### config.mk
export PLATFORM = sky130hd
export DESIGN_NAME = hlf_link_frame
export DESIGN_NICKNAME = d
export VERILOG_FILES = /design/src/include/hlf_pkg.sv /design/src/hdl/hlf_link_frame.sv
export SDC_FILE = /design/constraint.sdc
export NUM_CORES = 1
export LEC_CHECK = 0
export ABC_AREA = 1
export ABC_CLOCK_PERIOD_IN_PS = 2950
export CORE_ASPECT_RATIO = 1.1
export CORE_MARGIN = 1.5
export CORE_UTILIZATION = 35
export DETAILED_ROUTE_END_ITERATION = 16
export DONT_BUFFER_PORTS = 1
export HOLD_SLACK_MARGIN = 0.02
export SLEW_MARGIN = 20
export SYNTH_ARGS = -nofsm -noshare
export SYNTH_HDL_FRONTEND = slang
export SYNTH_SLANG_ARGS = --single-unit
### constraint.sdc
create_clock -name core_clk_i -period 2.95 [get_ports core_clk_i]
set_input_delay 0.295 -clock core_clk_i [delete_from_list [all_inputs] [get_ports core_clk_i]]
set_output_delay 0.295 -clock core_clk_i [all_outputs]
set_load 0.005 [all_outputs]
### src/include/hlf_pkg.sv
package hlf_pkg;

  // ----------------------------------------------------------------
  // Link field sizes and markers
  // ----------------------------------------------------------------
  localparam int unsigned CMD_BITS     = 32;
  localparam int unsigned RESP_BITS    = 36;
  localparam int unsigned TAG_BITS     = 4;
  localparam int unsigned LEN_BITS     = 6;
  localparam int unsigned CAD_HI       = 31;
  localparam int unsigned CAD_LO       = 28;
  localparam int unsigned VERB_HI      = 19;
  localparam int unsigned VERB_LO      = 8;
  localparam logic [2:0]  MARK_BITS    = 3'h4;
  localparam logic [2:0]  HI_SAT       = 3'h7;
  localparam logic [3:0]  TAG_PREAMBLE = 4'hA;
  localparam logic [9:0]  CAD_FIRST    = 10'h001;
  localparam logic [9:0]  CAD_LAST     = 10'h004;
  localparam logic [11:0] RESET_VERB   = 12'h7FF;
  localparam logic [10:0] SCNT_MAX     = 11'h7FF;
  localparam logic [9:0]  RCNT_MAX     = 10'h3FF;

  // ----------------------------------------------------------------
  // Fractional-rate cadence
  // ----------------------------------------------------------------
  localparam logic [3:0]  RUN_LAST     = 4'hC;
  localparam logic [3:0]  RUN_LONG     = 4'hC;
  localparam logic [3:0]  RUN_SHORT    = 4'hB;

  typedef enum logic [2:0] {ST_WAIT, ST_REQ, ST_TURN, ST_ADDR, ST_NORMAL} hlf_link_st_t;
  typedef enum logic [2:0] {PH_IDLE, PH_RESP, PH_TAG, PH_LEN, PH_DATA, PH_PAD} hlf_phase_t;
  typedef enum logic [3:0] {
    RATE_48K, RATE_8K, RATE_12K, RATE_16K, RATE_32K, RATE_96K, RATE_192K,
    RATE_11K025, RATE_22K05, RATE_44K1, RATE_88K2, RATE_176K4
  } hlf_rate_t;

  typedef struct packed {
    logic       tx_en;
    logic [3:0] tx_tag;
    hlf_rate_t  rate;
    logic [3:0] rx_tag;
  } hlf_cfg_t;

  typedef struct packed {
    logic        valid;
    logic [31:0] data;
  } hlf_word_t;

  typedef struct packed {
    logic [1:0]   bclk_s;
    logic [1:0]   sync_s;
    logic [1:0]   sdo_s;
    logic [1:0]   rstn_s;
    logic [1:0]   sdi_s;
    logic         bclk_d;
    hlf_link_st_t st;
    hlf_phase_t   ph;
    logic [2:0]   hi_cnt;
    logic [7:0]   sync_sh;
    logic [9:0]   rcnt;
    logic [10:0]  scnt;
    logic [31:0]  cmd_sh;
    logic         cmd_pend;
    hlf_word_t    cmd;
    logic [3:0]   cad;
    logic [35:0]  out_sh;
    logic [5:0]   bits_left;
    logic [2:0]   blk_left;
    logic [2:0]   nblk;
    logic         rx_on;
    logic [31:0]  rx_sh;
    logic [5:0]   rx_cnt;
    hlf_word_t    rx;
    logic [2:0]   frm_cnt;
    logic [3:0]   run_idx;
    logic [3:0]   fill_cnt;
    logic         sdi;
    logic         sdi_oe;
    logic         pop;
    logic         up;
  } hlf_state_t;

  localparam hlf_state_t RST_STATE = '0;

  function automatic logic [3:0] hlf_run_len(input logic [3:0] idx);
    return (idx == 4'h0 || idx == 4'h3 || idx == 4'h6 || idx == 4'h9) ? RUN_LONG : RUN_SHORT;
  endfunction : hlf_run_len

endpackage : hlf_pkg

### src/hdl/hlf_link_frame.sv
`timescale 1ns/1ps

// ------------------------------------------------------------------
// Sample FIFO
// ------------------------------------------------------------------
module hlf_fifo #(
  parameter int unsigned WIDTH = 32,
  parameter int unsigned DEPTH = 32
) (
  input  wire logic                       core_clk_i,
  input  wire logic                       rst_i,
  input  wire logic                       in_valid_i,
  input  wire logic [WIDTH-1:0]           in_data_i,
  output logic                            in_ready_o,
  output logic                            out_valid_o,
  output logic [WIDTH-1:0]                out_data_o,
  input  wire logic                       out_ready_i,
  output logic [$clog2(DEPTH):0]          level_o
);
  localparam int unsigned AW = $clog2(DEPTH);

  typedef struct packed {
    logic [AW-1:0] wr;
    logic [AW-1:0] rd;
    logic [AW:0]   cnt;
    logic          rdy;
  } hlf_fifo_st_t;

  if (DEPTH < 2 || WIDTH < 1) begin : g_chk
    $error("hlf_fifo: depth below two or zero width");
  end

  logic [WIDTH-1:0] mem [DEPTH];
  hlf_fifo_st_t     f_reg;
  hlf_fifo_st_t     f_next;
  logic             push;
  logic             pull;

  assign push        = in_valid_i && f_reg.rdy;
  assign pull        = out_ready_i && (f_reg.cnt != '0);
  assign in_ready_o  = f_reg.rdy;
  assign out_valid_o = (f_reg.cnt != '0);
  assign out_data_o  = mem[f_reg.rd];
  assign level_o     = f_reg.cnt;

  always_comb begin
    f_next = f_reg;
    if (push) begin
      f_next.wr = (f_reg.wr == AW'(DEPTH - 1)) ? '0 : AW'(f_reg.wr + 1'b1);
    end
    if (pull) begin
      f_next.rd = (f_reg.rd == AW'(DEPTH - 1)) ? '0 : AW'(f_reg.rd + 1'b1);
    end
    f_next.cnt = (AW + 1)'(f_reg.cnt + push - pull);
    // Ready is registered so the producer never sees a combinational path.
    f_next.rdy = (f_next.cnt < (AW + 1)'(DEPTH));
  end

  always_ff @(posedge core_clk_i) begin
    if (rst_i) begin
      f_reg <= '{wr: '0, rd: '0, cnt: '0, rdy: 1'b1};
    end else begin
      f_reg <= f_next;
    end
    if (push) begin
      mem[f_reg.wr] <= in_data_i;
    end
  end

endmodule : hlf_fifo

module hlf_link_frame #(
  parameter int unsigned SAMPLE_BITS = 20,
  parameter int unsigned FIFO_DEPTH  = 32
) (
  input  wire logic             core_clk_i,
  input  wire logic             rst_i,
  input  wire logic             link_bclk_i,
  input  wire logic             link_sync_i,
  input  wire logic             link_sdo_i,
  input  wire logic             link_rst_n_i,
  input  wire logic             link_sdi_i,
  output logic                  link_sdi_o,
  output logic                  link_sdi_oe_o,
  input  wire hlf_pkg::hlf_cfg_t cfg_i,
  input  wire logic [31:0]      resp_i,
  input  wire logic             smp_valid_i,
  input  wire logic [31:0]      smp_data_i,
  output logic                  smp_ready_o,
  output hlf_pkg::hlf_word_t    cmd_o,
  output hlf_pkg::hlf_word_t    rx_o,
  output logic [3:0]            cad_o,
  output logic                  link_up_o
);
  import hlf_pkg::*;

  if (SAMPLE_BITS < 1 || SAMPLE_BITS > 32 || FIFO_DEPTH < 4) begin : g_chk
    $error("hlf_link_frame: sample width outside 1..32 or fifo too shallow");
  end

  localparam int unsigned SHIFT = 32 - SAMPLE_BITS;

  hlf_state_t        r_reg;
  hlf_state_t        r_next;
  logic              rise;
  logic              fall;
  logic              fstart;
  logic              mlast;
  logic              nonempty;
  logic [2:0]        cad_blk;
  logic [2:0]        cad_mod;
  logic              fifo_valid;
  logic [31:0]       fifo_data;
  logic [$clog2(FIFO_DEPTH):0] fifo_level;

  function automatic logic [2:0] pad_of(input logic [2:0] nb);
    return 3'(8 - ((int'(nb) * SAMPLE_BITS) % 8));
  endfunction : pad_of

  function automatic logic [5:0] bytes_of(input logic [2:0] nb);
    return 6'((int'(nb) * SAMPLE_BITS + 7) / 8);
  endfunction : bytes_of

  // ----------------------------------------------------------------
  // Edge and marker detection on the sampled link clock
  // ----------------------------------------------------------------
  assign rise   = r_reg.bclk_s[1] && !r_reg.bclk_d;
  assign fall   = !r_reg.bclk_s[1] && r_reg.bclk_d;
  assign fstart = rise && !r_reg.sync_s[1] && (r_reg.hi_cnt == MARK_BITS);
  assign mlast  = rise && r_reg.sync_s[1] && (r_reg.hi_cnt == MARK_BITS - 3'h1);

  // ----------------------------------------------------------------
  // Per-frame block count
  // ----------------------------------------------------------------
  assign nonempty = (r_reg.fill_cnt != hlf_run_len(r_reg.run_idx));

  always_comb begin
    cad_mod = 3'h1;
    cad_blk = 3'h1;
    case (cfg_i.rate)
      RATE_8K:     cad_mod = 3'h6;
      RATE_12K:    cad_mod = 3'h4;
      RATE_16K:    cad_mod = 3'h3;
      RATE_32K:    cad_mod = 3'h3;
      RATE_11K025: cad_mod = 3'h4;
      RATE_22K05:  cad_mod = 3'h2;
      default:     cad_mod = 3'h1;
    endcase
    case (cfg_i.rate)
      RATE_32K, RATE_96K, RATE_88K2: cad_blk = 3'h2;
      RATE_192K, RATE_176K4:         cad_blk = 3'h4;
      default:                       cad_blk = 3'h1;
    endcase
    if (r_reg.frm_cnt != 3'h0) begin
      cad_blk = 3'h0;
    end
    if (cfg_i.rate >= RATE_11K025 && !nonempty) begin
      cad_blk = 3'h0;
    end
  end

  // ----------------------------------------------------------------
  // Next-state logic
  // ----------------------------------------------------------------
  always_comb begin
    logic        sdo_v;
    logic [10:0] sc;
    logic [31:0] word;
    logic [7:0]  tagw;
    logic        drive;
    logic        ld;
    logic [35:0] ld_w;
    logic [5:0]  ld_n;
    sdo_v = r_reg.sdo_s[1];
    sc    = fstart ? 11'h000 : r_reg.scnt;
    word  = {r_reg.cmd_sh[30:0], sdo_v};
    tagw  = {r_reg.sync_sh[6:0], r_reg.sync_s[1]};
    drive = fstart ? (r_reg.st == ST_ADDR || r_reg.st == ST_NORMAL) : (r_reg.st == ST_NORMAL);
    ld    = 1'b0;
    ld_w  = '0;
    ld_n  = 6'h01;

    r_next           = r_reg;
    r_next.cmd.valid = 1'b0;
    r_next.rx.valid  = 1'b0;
    r_next.pop       = 1'b0;
    // Streams are heard on the outbound data line only; the inbound line is sampled for the address, and a second outbound line never exists here.
    r_next.bclk_s = {r_reg.bclk_s[0], link_bclk_i};
    r_next.sync_s = {r_reg.sync_s[0], link_sync_i};
    r_next.sdo_s  = {r_reg.sdo_s[0], link_sdo_i};
    r_next.rstn_s = {r_reg.rstn_s[0], link_rst_n_i};
    r_next.sdi_s  = {r_reg.sdi_s[0], link_sdi_i};
    r_next.bclk_d = r_reg.bclk_s[1];

    if (rise) begin
      r_next.hi_cnt  = r_reg.sync_s[1] ? ((r_reg.hi_cnt == HI_SAT) ? HI_SAT : r_reg.hi_cnt + 3'h1)
                                       : 3'h0;
      r_next.sync_sh = tagw;
      r_next.rcnt    = fstart ? 10'h000 : ((r_reg.rcnt == RCNT_MAX) ? RCNT_MAX
                                                                    : r_reg.rcnt + 10'h001);
      if (tagw[7:4] == TAG_PREAMBLE && r_reg.up) begin
        r_next.rx_on   = (tagw[3:0] == cfg_i.rx_tag);
        r_next.rx_cnt  = 6'h00;
        r_next.rx_sh   = '0;
        r_next.sync_sh = 8'h00;
      end
    end

    // Outbound line: one bit per clock edge, command first.
    if (rise || fall) begin
      r_next.scnt = (sc == SCNT_MAX) ? SCNT_MAX : sc + 11'h001;
      if (sc < 11'(CMD_BITS)) begin
        r_next.cmd_sh = word;
        if (sc == 11'(CMD_BITS - 1) && r_reg.up) begin
          r_next.cmd      = '{valid: 1'b1, data: word};
          r_next.cmd_pend = 1'b1;
          if (word[CAD_HI:CAD_LO] == r_reg.cad && word[VERB_HI:VERB_LO] == RESET_VERB) begin
            r_next.st       = ST_REQ;
            r_next.up       = 1'b0;
            r_next.ph       = PH_IDLE;
            r_next.nblk     = 3'h0;
            r_next.cmd_pend = 1'b0;
            r_next.cad      = 4'h0;
            r_next.sdi      = 1'b0;
          end
        end
      end else if (r_reg.rx_on && !fstart) begin
        r_next.rx_sh  = {r_reg.rx_sh[30:0], sdo_v};
        r_next.rx_cnt = r_reg.rx_cnt + 6'h01;
        if (r_reg.rx_cnt == 6'(SAMPLE_BITS - 1)) begin
          r_next.rx     = '{valid: 1'b1, data: {r_reg.rx_sh[30:0], sdo_v}};
          r_next.rx_sh  = '0;
          r_next.rx_cnt = 6'h00;
        end
      end
    end
    if (fstart) begin
      r_next.rx_on = 1'b0;
    end

    // Address request and assignment.
    case (r_reg.st)
      ST_WAIT: begin
        if (fstart) begin
          r_next.st = ST_REQ;
        end
      end
      ST_REQ: begin
        if (mlast) begin
          r_next.sdi    = 1'b1;
          r_next.sdi_oe = 1'b1;
          r_next.st     = ST_TURN;
        end
      end
      ST_TURN: begin
        if (fstart) begin
          r_next.sdi    = 1'b0;
          r_next.sdi_oe = 1'b0;
          r_next.st     = ST_ADDR;
        end
      end
      ST_ADDR: begin
        // The controller owns the line now; sample mid-bit on the falling edge.
        if (fall && r_reg.rcnt >= CAD_FIRST && r_reg.rcnt <= CAD_LAST) begin
          r_next.cad = {r_reg.cad[2:0], r_reg.sdi_s[1]};
        end
        if (fstart) begin
          r_next.st = ST_NORMAL;
          r_next.up = 1'b1;
        end
      end
      default: ;
    endcase

    // Inbound frame: response, then at most one tagged stream.
    if (rise && drive) begin
      if (fstart) begin
        ld            = 1'b1;
        ld_w          = {r_reg.cmd_pend, 3'b000, resp_i};
        ld_n          = 6'(RESP_BITS);
        r_next.ph     = PH_RESP;
        r_next.sdi_oe = 1'b1;
        r_next.cmd_pend = 1'b0;
        r_next.nblk   = (cfg_i.tx_en && fifo_level >= cad_blk) ? cad_blk : 3'h0;
        r_next.frm_cnt = (r_reg.frm_cnt >= cad_mod - 3'h1) ? 3'h0 : r_reg.frm_cnt + 3'h1;
        if (!nonempty) begin
          r_next.fill_cnt = 4'h0;
          r_next.run_idx  = (r_reg.run_idx == RUN_LAST) ? 4'h0 : r_reg.run_idx + 4'h1;
        end else begin
          r_next.fill_cnt = r_reg.fill_cnt + 4'h1;
        end
      end else if (r_reg.bits_left != 6'h00) begin
        r_next.sdi       = r_reg.out_sh[35];
        r_next.out_sh    = {r_reg.out_sh[34:0], 1'b0};
        r_next.bits_left = r_reg.bits_left - 6'h01;
      end else begin
        r_next.sdi = 1'b0;
        r_next.ph  = PH_IDLE;
        case (r_reg.ph)
          PH_RESP: begin
            if (r_reg.nblk != 3'h0) begin
              ld        = 1'b1;
              ld_w      = {cfg_i.tx_tag, 32'h0000_0000};
              ld_n      = 6'(TAG_BITS);
              r_next.ph = PH_TAG;
            end
          end
          PH_TAG: begin
            ld        = 1'b1;
            ld_w      = {bytes_of(r_reg.nblk), 30'h0000_0000};
            ld_n      = 6'(LEN_BITS);
            r_next.ph = PH_LEN;
          end
          PH_LEN, PH_DATA: begin
            if (r_reg.ph == PH_LEN || r_reg.blk_left != 3'h0) begin
              ld              = 1'b1;
              ld_w            = {32'(fifo_data << SHIFT), 4'h0};
              ld_n            = 6'(SAMPLE_BITS);
              r_next.pop      = 1'b1;
              r_next.ph       = PH_DATA;
              r_next.blk_left = (r_reg.ph == PH_LEN) ? r_reg.nblk - 3'h1
                                                     : r_reg.blk_left - 3'h1;
            end else if (pad_of(r_reg.nblk) != 3'h0) begin
              ld        = 1'b1;
              ld_w      = '0;
              ld_n      = 6'(pad_of(r_reg.nblk));
              r_next.ph = PH_PAD;
            end
          end
          default: ;
        endcase
      end
      if (ld) begin
        r_next.sdi       = ld_w[35];
        r_next.out_sh    = {ld_w[34:0], 1'b0};
        r_next.bits_left = ld_n - 6'h01;
      end
    end

    if (!r_reg.rstn_s[1]) begin
      r_next        = RST_STATE;
      r_next.bclk_s = {r_reg.bclk_s[0], link_bclk_i};
      r_next.sync_s = {r_reg.sync_s[0], link_sync_i};
      r_next.sdo_s  = {r_reg.sdo_s[0], link_sdo_i};
      r_next.rstn_s = {r_reg.rstn_s[0], link_rst_n_i};
      r_next.sdi_s  = {r_reg.sdi_s[0], link_sdi_i};
      r_next.bclk_d = r_reg.bclk_s[1];
    end
  end

  always_ff @(posedge core_clk_i) begin
    if (rst_i) begin
      r_reg <= RST_STATE;
    end else begin
      r_reg <= r_next;
    end
  end

  hlf_fifo #(.WIDTH(32), .DEPTH(FIFO_DEPTH)) u_fifo (
    .core_clk_i  (core_clk_i),
    .rst_i       (rst_i),
    .in_valid_i  (smp_valid_i),
    .in_data_i   (smp_data_i),
    .in_ready_o  (smp_ready_o),
    .out_valid_o (fifo_valid),
    .out_data_o  (fifo_data),
    .out_ready_i (r_reg.pop),
    .level_o     (fifo_level)
  );

  // One inbound stream per frame always fits this line, so it is never split.
  assign link_sdi_o    = r_reg.sdi;
  assign link_sdi_oe_o = r_reg.sdi_oe;
  assign cmd_o         = r_reg.cmd;
  assign rx_o          = r_reg.rx;
  assign cad_o         = r_reg.cad;
  assign link_up_o     = r_reg.up;

  function automatic logic tagw_match();
    return {r_reg.sync_sh[6:3]} == TAG_PREAMBLE;
  endfunction : tagw_match
endmodule : hlf_link_frame

# Word-level counts from Yosys, hierarchy flattened
# Memories as Yosys holds them, arrays and structs flattened. A register that Yosys moved wholly into a read port is not among the register bits.
# Index checks and enable logic that the tools add are counted.
# word_totals
mem_count	1
output_inout_bits	74
wordCells	273
reg_bits	270
ramBits	1024
# classes
n_reduce_logical	55
magnitude_cmp	7
n_mul	1
n_mux	108
eq_ne	37
add_sub_neg	18
bitwise	9
# memory_table
memory	depth	word_bits	rd	rd_clocked_by_memory_dff	wr	line	rtl
u_fifo.mem	32	32	1	1	1	hlf_link_frame.sv:33	logic [WIDTH-1:0] mem [DEPTH];
# op_table
operator	count
$mux W71	4
$mux W38	5
$mux W36	4
$pmux W36 S3	1
$mux W3	29
$mux W42	2
$mux W45	1
$mux W6	6
$mux W1	30
$mux W5	6
$eq A4 B4 Y1 const B	6
$pmux W3 S4	2
$mux W11	2
$eq A4 B3 Y1 const B	5
$mux W10	2
$mux W4	5
$logic_and A1 B1 Y1	17
$eq A3 B2 Y1 const B	5
$pmux W5 S3	1
$eq A12 B11 Y1 const B	1
$eq A3 B3 Y1 const B	4
$eq A4 B2 Y1 const B	3
$reduce_bool A3 Y1	4
$reduce_bool A6 Y1	2
other kinds (51)	88

# Depth between registers and ports, before layout
# logic_depth
depth_word	15
mapped_depth	22
ltp_nobuf	19

# Modules after synthesis
# A second synthesis with hierarchy kept.
# unflattened
hier_cells	5241
area_unflattened_um2	54931.4
# modules_own_cells
mod	instances	area_each_um2	cells_each
hlf_fifo	1	42954.9	3639
hlf_link_frame	1	11976.5	1602

# Worst setup path before layout
# Ideal clock, no wire load.
# synth_path
kind	reg2reg
start	register r_reg[234] in the netlist's numbering
end	register r_reg (netlist bit link_sdi_o)
setup_time_ps	132
t_arrival_ps	2524
n_path_buf	4
setup_slack_ps	294
path_stages_with_launch	22
path_cell_list	dfxtp_1 > inv_1 > ha_1 > nand2_1 > nor2_4 > buf_4 > clkbuf_1 > nor2_1 > ha_1 > nand2_1 > nor2_1 > nand2_2 > inv_1 > nand2_1 > nor2_4 > buf_6 > nand2_2 > buf_6 > nand2_1 > nand2_1 > nand3_1 > a21oi_1
# synth_via
elab_chain_len	13
# synth_lines
item	line	rtl
from (decl)	hlf_link_frame.sv:103	hlf_state_t r_reg;
from (signal assigned)	hlf_link_frame.sv:355	r_reg <= r_next;
parallel branches: the longest is 12 deep, another holds $lt A11 B6 Y1	n/a	
$mux W3 (*)	hlf_link_frame.sv:276	if (rise && drive) begin
# Every way passes the cells marked *. The select of a mux whose other input is x is not followed.
# A chain may end at the register's enable or synchronous reset.

# Worst setup path after layout
# layout_path
start	register r_reg[8] in the netlist's numbering
end	register r_reg[89] in the netlist's numbering
# layout_via
elab_chain_len	14
# layout_lines
item	line	rtl
$eq A4 B2 Y1 / $logic_not A4 Y1 (equally long branches)	hlf_pkg.sv:86	return (idx == 4'h0 || idx == 4'h3 || idx == 4'h6 || idx == 4'h9) ? RUN_LONG : RUN_SHORT;
$logic_or A1 B1 Y1 (2 in a row)	hlf_pkg.sv:86	
$logic_or A1 B1 Y1 (*)	hlf_pkg.sv:86	
$mux W3 (*)	hlf_pkg.sv:86	
$ne A4 B4 Y1 (*)	hlf_link_frame.sv:135	assign nonempty = (r_reg.fill_cnt != hlf_run_len(r_reg.run_idx));
$logic_not A1 Y1 (*)	n/a	
$logic_and A1 B1 Y1 (*)	hlf_link_frame.sv:157	if (cfg_i.rate >= RATE_11K025 && !nonempty) begin
$mux W3 (*)	hlf_link_frame.sv:157	
$ge A6 B3 Y1	hlf_link_frame.sv:284	r_next.nblk = (cfg_i.tx_en && fifo_level >= cad_blk) ? cad_blk : 3'h0;
$logic_and A1 B1 Y1	hlf_link_frame.sv:284	
$mux W3 (*)	hlf_link_frame.sv:284	
$mux W3 (*)	hlf_link_frame.sv:277	if (fstart) begin
$mux W3 (*)	hlf_link_frame.sv:276	
# Mark *: on every way between the ends. The rest lies on a longest branch, timed or not.

==> impl_metrics.toml <==
[outcome]
status = "finished, final reports clean"

[sta]
skew_ps = 31.9
finalSetupTns_ps = 0
setup_ws_ps = 252
min_period_ps = 2700
period_share_pct = 91.5
final-max-slew-violation-count = 0
setup_violations = 0
slew_headroom_pct = 28.9
rsz0062_at_grt = "yes"
finalHoldViolations = 0
worst_pin_slew_ps = 1060
fmax_mhz = 371

[synth]
yosysSeqAreaShare_pct = 64.8
syn_avg_cell_area_um2 = 10.4
synthDistinctLibCells = 50
yosysWarnings = 0
yosys-top-cells-area = "edfxtp_1 (51%), dfxtp_1 (14%), nor2_1 (6.5%)"
ys.flop_type = "edfxtp_1"
async_flop_share_pct = 0
ys_top_cells_by_count = "nor2_1 (658), edfxtp_1 (640), o21ai_0 (459), nand2_1 (371), dfxtp_1 (272)"
netlist_instances = 3665
yosysMostFrequentCell = "nor2_1"
yosysTopAreaCell = "edfxtp_1"
synth-edff-count = 640
syn_nets = 3800
synthesis.area_um2 = 38100
synth_top_area_share_pct = 50.5
synth-seq-cells = 912

[worst_setup_path]
r2r_start = "r_reg[8]"
crit_required_ps = 3480
worst-path-max-fanout = 4
crit_chain = "inv_1 > ha_1 > nor2_1 > a21oi_1 > nand2_1 > inv_1 > o21ai_1 > o211ai_1 > nand2_1 > inv_1 > ha_1 > o21ai_0 > nand2_1 > a211oi_1 > o21ai_0 > nand4_1 > o22ai_1"
rr_endpoint = "r_reg[89]"
ff2ff_path_depth = 17
end_kind = "register"
startpoint_type = "register"
crit_type = "register to register"
crit_arrival_ps = 3220
rrSetupSlack_ps = 250
worst_path_max_delay_cell = "dfxtp_1"
critical-path-max-stage-delay_ps = 380

[power_and_ir_drop]
p_per_area_nw_per_um2 = 609
power.leakage_uw = 0.0147
vdd_drop_max_uv = 427

[cts]
insertion_delay_ps = 660
htree_levels = 3
cts-buffers-inserted = 94
cts_tree = "done"
cts_root_buf = "clkbuf_16"
clkTransAtPathRegs_ps = 60
clock_tree.buffer_depth = 3
cts.sinks = 912

[detailed_routing]
wirelength_um = 96200
drt_first_pass_iters = 5
post_drt_via_cell_ratio = 5.09
drt_iter0_drc = 2319
drc = 0
ant_nets = 0
dr_total_vias = 26200
wire_per_inst_um = 18.7

[hold_path]
hold_depth = 5
whs_endpoint = "r_reg[133]"
min-delay-start = "cfg_i[9]"
holdCritPathClass = "primary input to register"

[global_route]
antenna_found_initial = 2
track_usage_pct = 17.0
grt-ovfl-total = 0
grt_max_degree = 118
grt_pass1_vias = 24700
grt_pass1_wl_um = 146000

[final_layout]
largest_reg_flops = 640
layout-drive-gt1-share_pct = 9.04
layoutNonFillerInstCount = 5150
n_fill_cell = 10300
stdcell_area_um2 = 43400
multi_input_area_um2 = 11300
seq_area_um2 = 24700
syn_to_final_growth_pct = 14.0
nets = 3796

[placed_design]
pre_cts_ws_ps = 86.2
place.gp.congestion = 0.817
dp_cells = 4901
dpl.hpwl_um = 57200
portBuffers = 0
post_dp_cell_area_um2 = 39600

[floorplan]
die_h_um = 349
die_area_um2 = 111000
io_pins = 159
initial_utilization_pct = 35.4
core_um2 = 108000
die_x_um = 317
rows = 126

[flow_run]
drv_cap = 0
==> cell families (layout without fill, tap and decap cells) <==
logic type / Yosys count / count (layout) / synth area share, %
adders and majority gates: 50 / 50 / 1.66
and+or+nand+nor: 1312 / 1312 / 14.3
xor gates and xnor gates: 29 / 29 / 0.668
AOI/OAI and AO/OA: 856 / 856 / 12.6
buffers and inverters: 506 / 580 / 5.96
DFF: 912 / 912 / 64.8
other: 0 / 3 / 0
==> layout by cell type, fill, tap and decap left out, types with 3 or more instances in the layout <==
master and count:
a211oi_1 22, a21oi_1 166, a31oi_1 10, buf_12 32, buf_2 11, buf_4 86
bufinv_16 5, clkbuf_1 30, clkbuf_16 96, clkbuf_8 6, clkinv_1 18, clkinv_2 12
clkinv_4 3, clkinvlp_4 3, dfxtp_1 268, dfxtp_4 3, diode_2 3, dlygate4sd3_1 52
edfxtp_1 640, ha_1 48, inv_1 212, inv_2 6, inv_6 5, nand2_1 370
nand3_1 210, nand4_1 16, nor2_1 627, nor2_2 37, nor2_4 6, nor3_1 16
nor3_2 5, nor4_1 5, o211ai_1 152, o21ai_0 458, o21ai_1 25, o221ai_1 7
o22ai_1 6, or2_2 5, xnor2_1 3, xor2_1 26
==> through the flow <==
stage                     hold WS (ps)  util (%)  total power [uW]
after global routing              60.7      40.3             27300
after floorplan                    366         -             14700
after CTS                         21.9      40.4             26700
after detailed placement           369      36.9             15000
final                             58.7      40.4             26400
after global placement             368      36.9             15000
==> worst max path at each step <==
stage	start	to	cells after the start
after floorplan	r_reg[234]	link_sdi_o	21
after global placement	r_reg[234]	rx_o[5]	13
after detailed placement	r_reg[234]	r_reg[209]	15
after CTS	r_reg[234]	r_reg[209]	15
after global routing	r_reg[243]	rx_o[7]	14
final	r_reg[8]	r_reg[89]	17
==> per-layer routing <==
layer | share of wire [%] | wire (um) | vias to the layer above | global-route usage (%)
met5 | 0 | 0 | - | 0
met4 | 2.4 | 2270 | 0 | 4.70
met3 | 6.3 | 6090 | 144 | 3.05
met2 | 47 | 45100 | 693 | 28.0
met1 | 44 | 42700 | 12700 | 22.8
li1 | - | - | 12700 | -
==> worst max-delay path, delay by kind of cell, from the launching register on <==
kind                       cells  cell delay (ps)
adders and majority gates      2              470
AOI/OAI and AO/OA              7              990
DFF                            1              380
buffers and inverters          3              200
and+or+nand+nor                5              520
==> what timing repair did <==
item                                   in CTS  in global routing
setup endpoints to repair                   0                 90
gates resized for setup                     0                 11
buffers inserted                            0                  1
endpoints found under the hold margin     689                  0
hold buffers                               71                  0
==> layout make-up <==
| type | count | share of cell area [%] |
|---|---|---|
| well taps | 1408 | 4.06 |
| clock buffers | 132 | 5.99 |
| multi-input cells | 2247 | 25.9 |
| diodes | 3 | 0.0173 |
| clock inverters | 42 | 0.839 |
| inverters | 224 | 1.96 |
| flip-flops and latches | 912 | 56.9 |
| repair buffers | 182 | 4.32 |
==> where the power goes <==
part           internal [uW]  switching (uW)  leakage (uW)
clock                   6580            4880       0.00143
combinational            325             681       0.00530
sequential             13900            63.6       0.00796
Note: power is estimated with default switching activity, not from simulation.
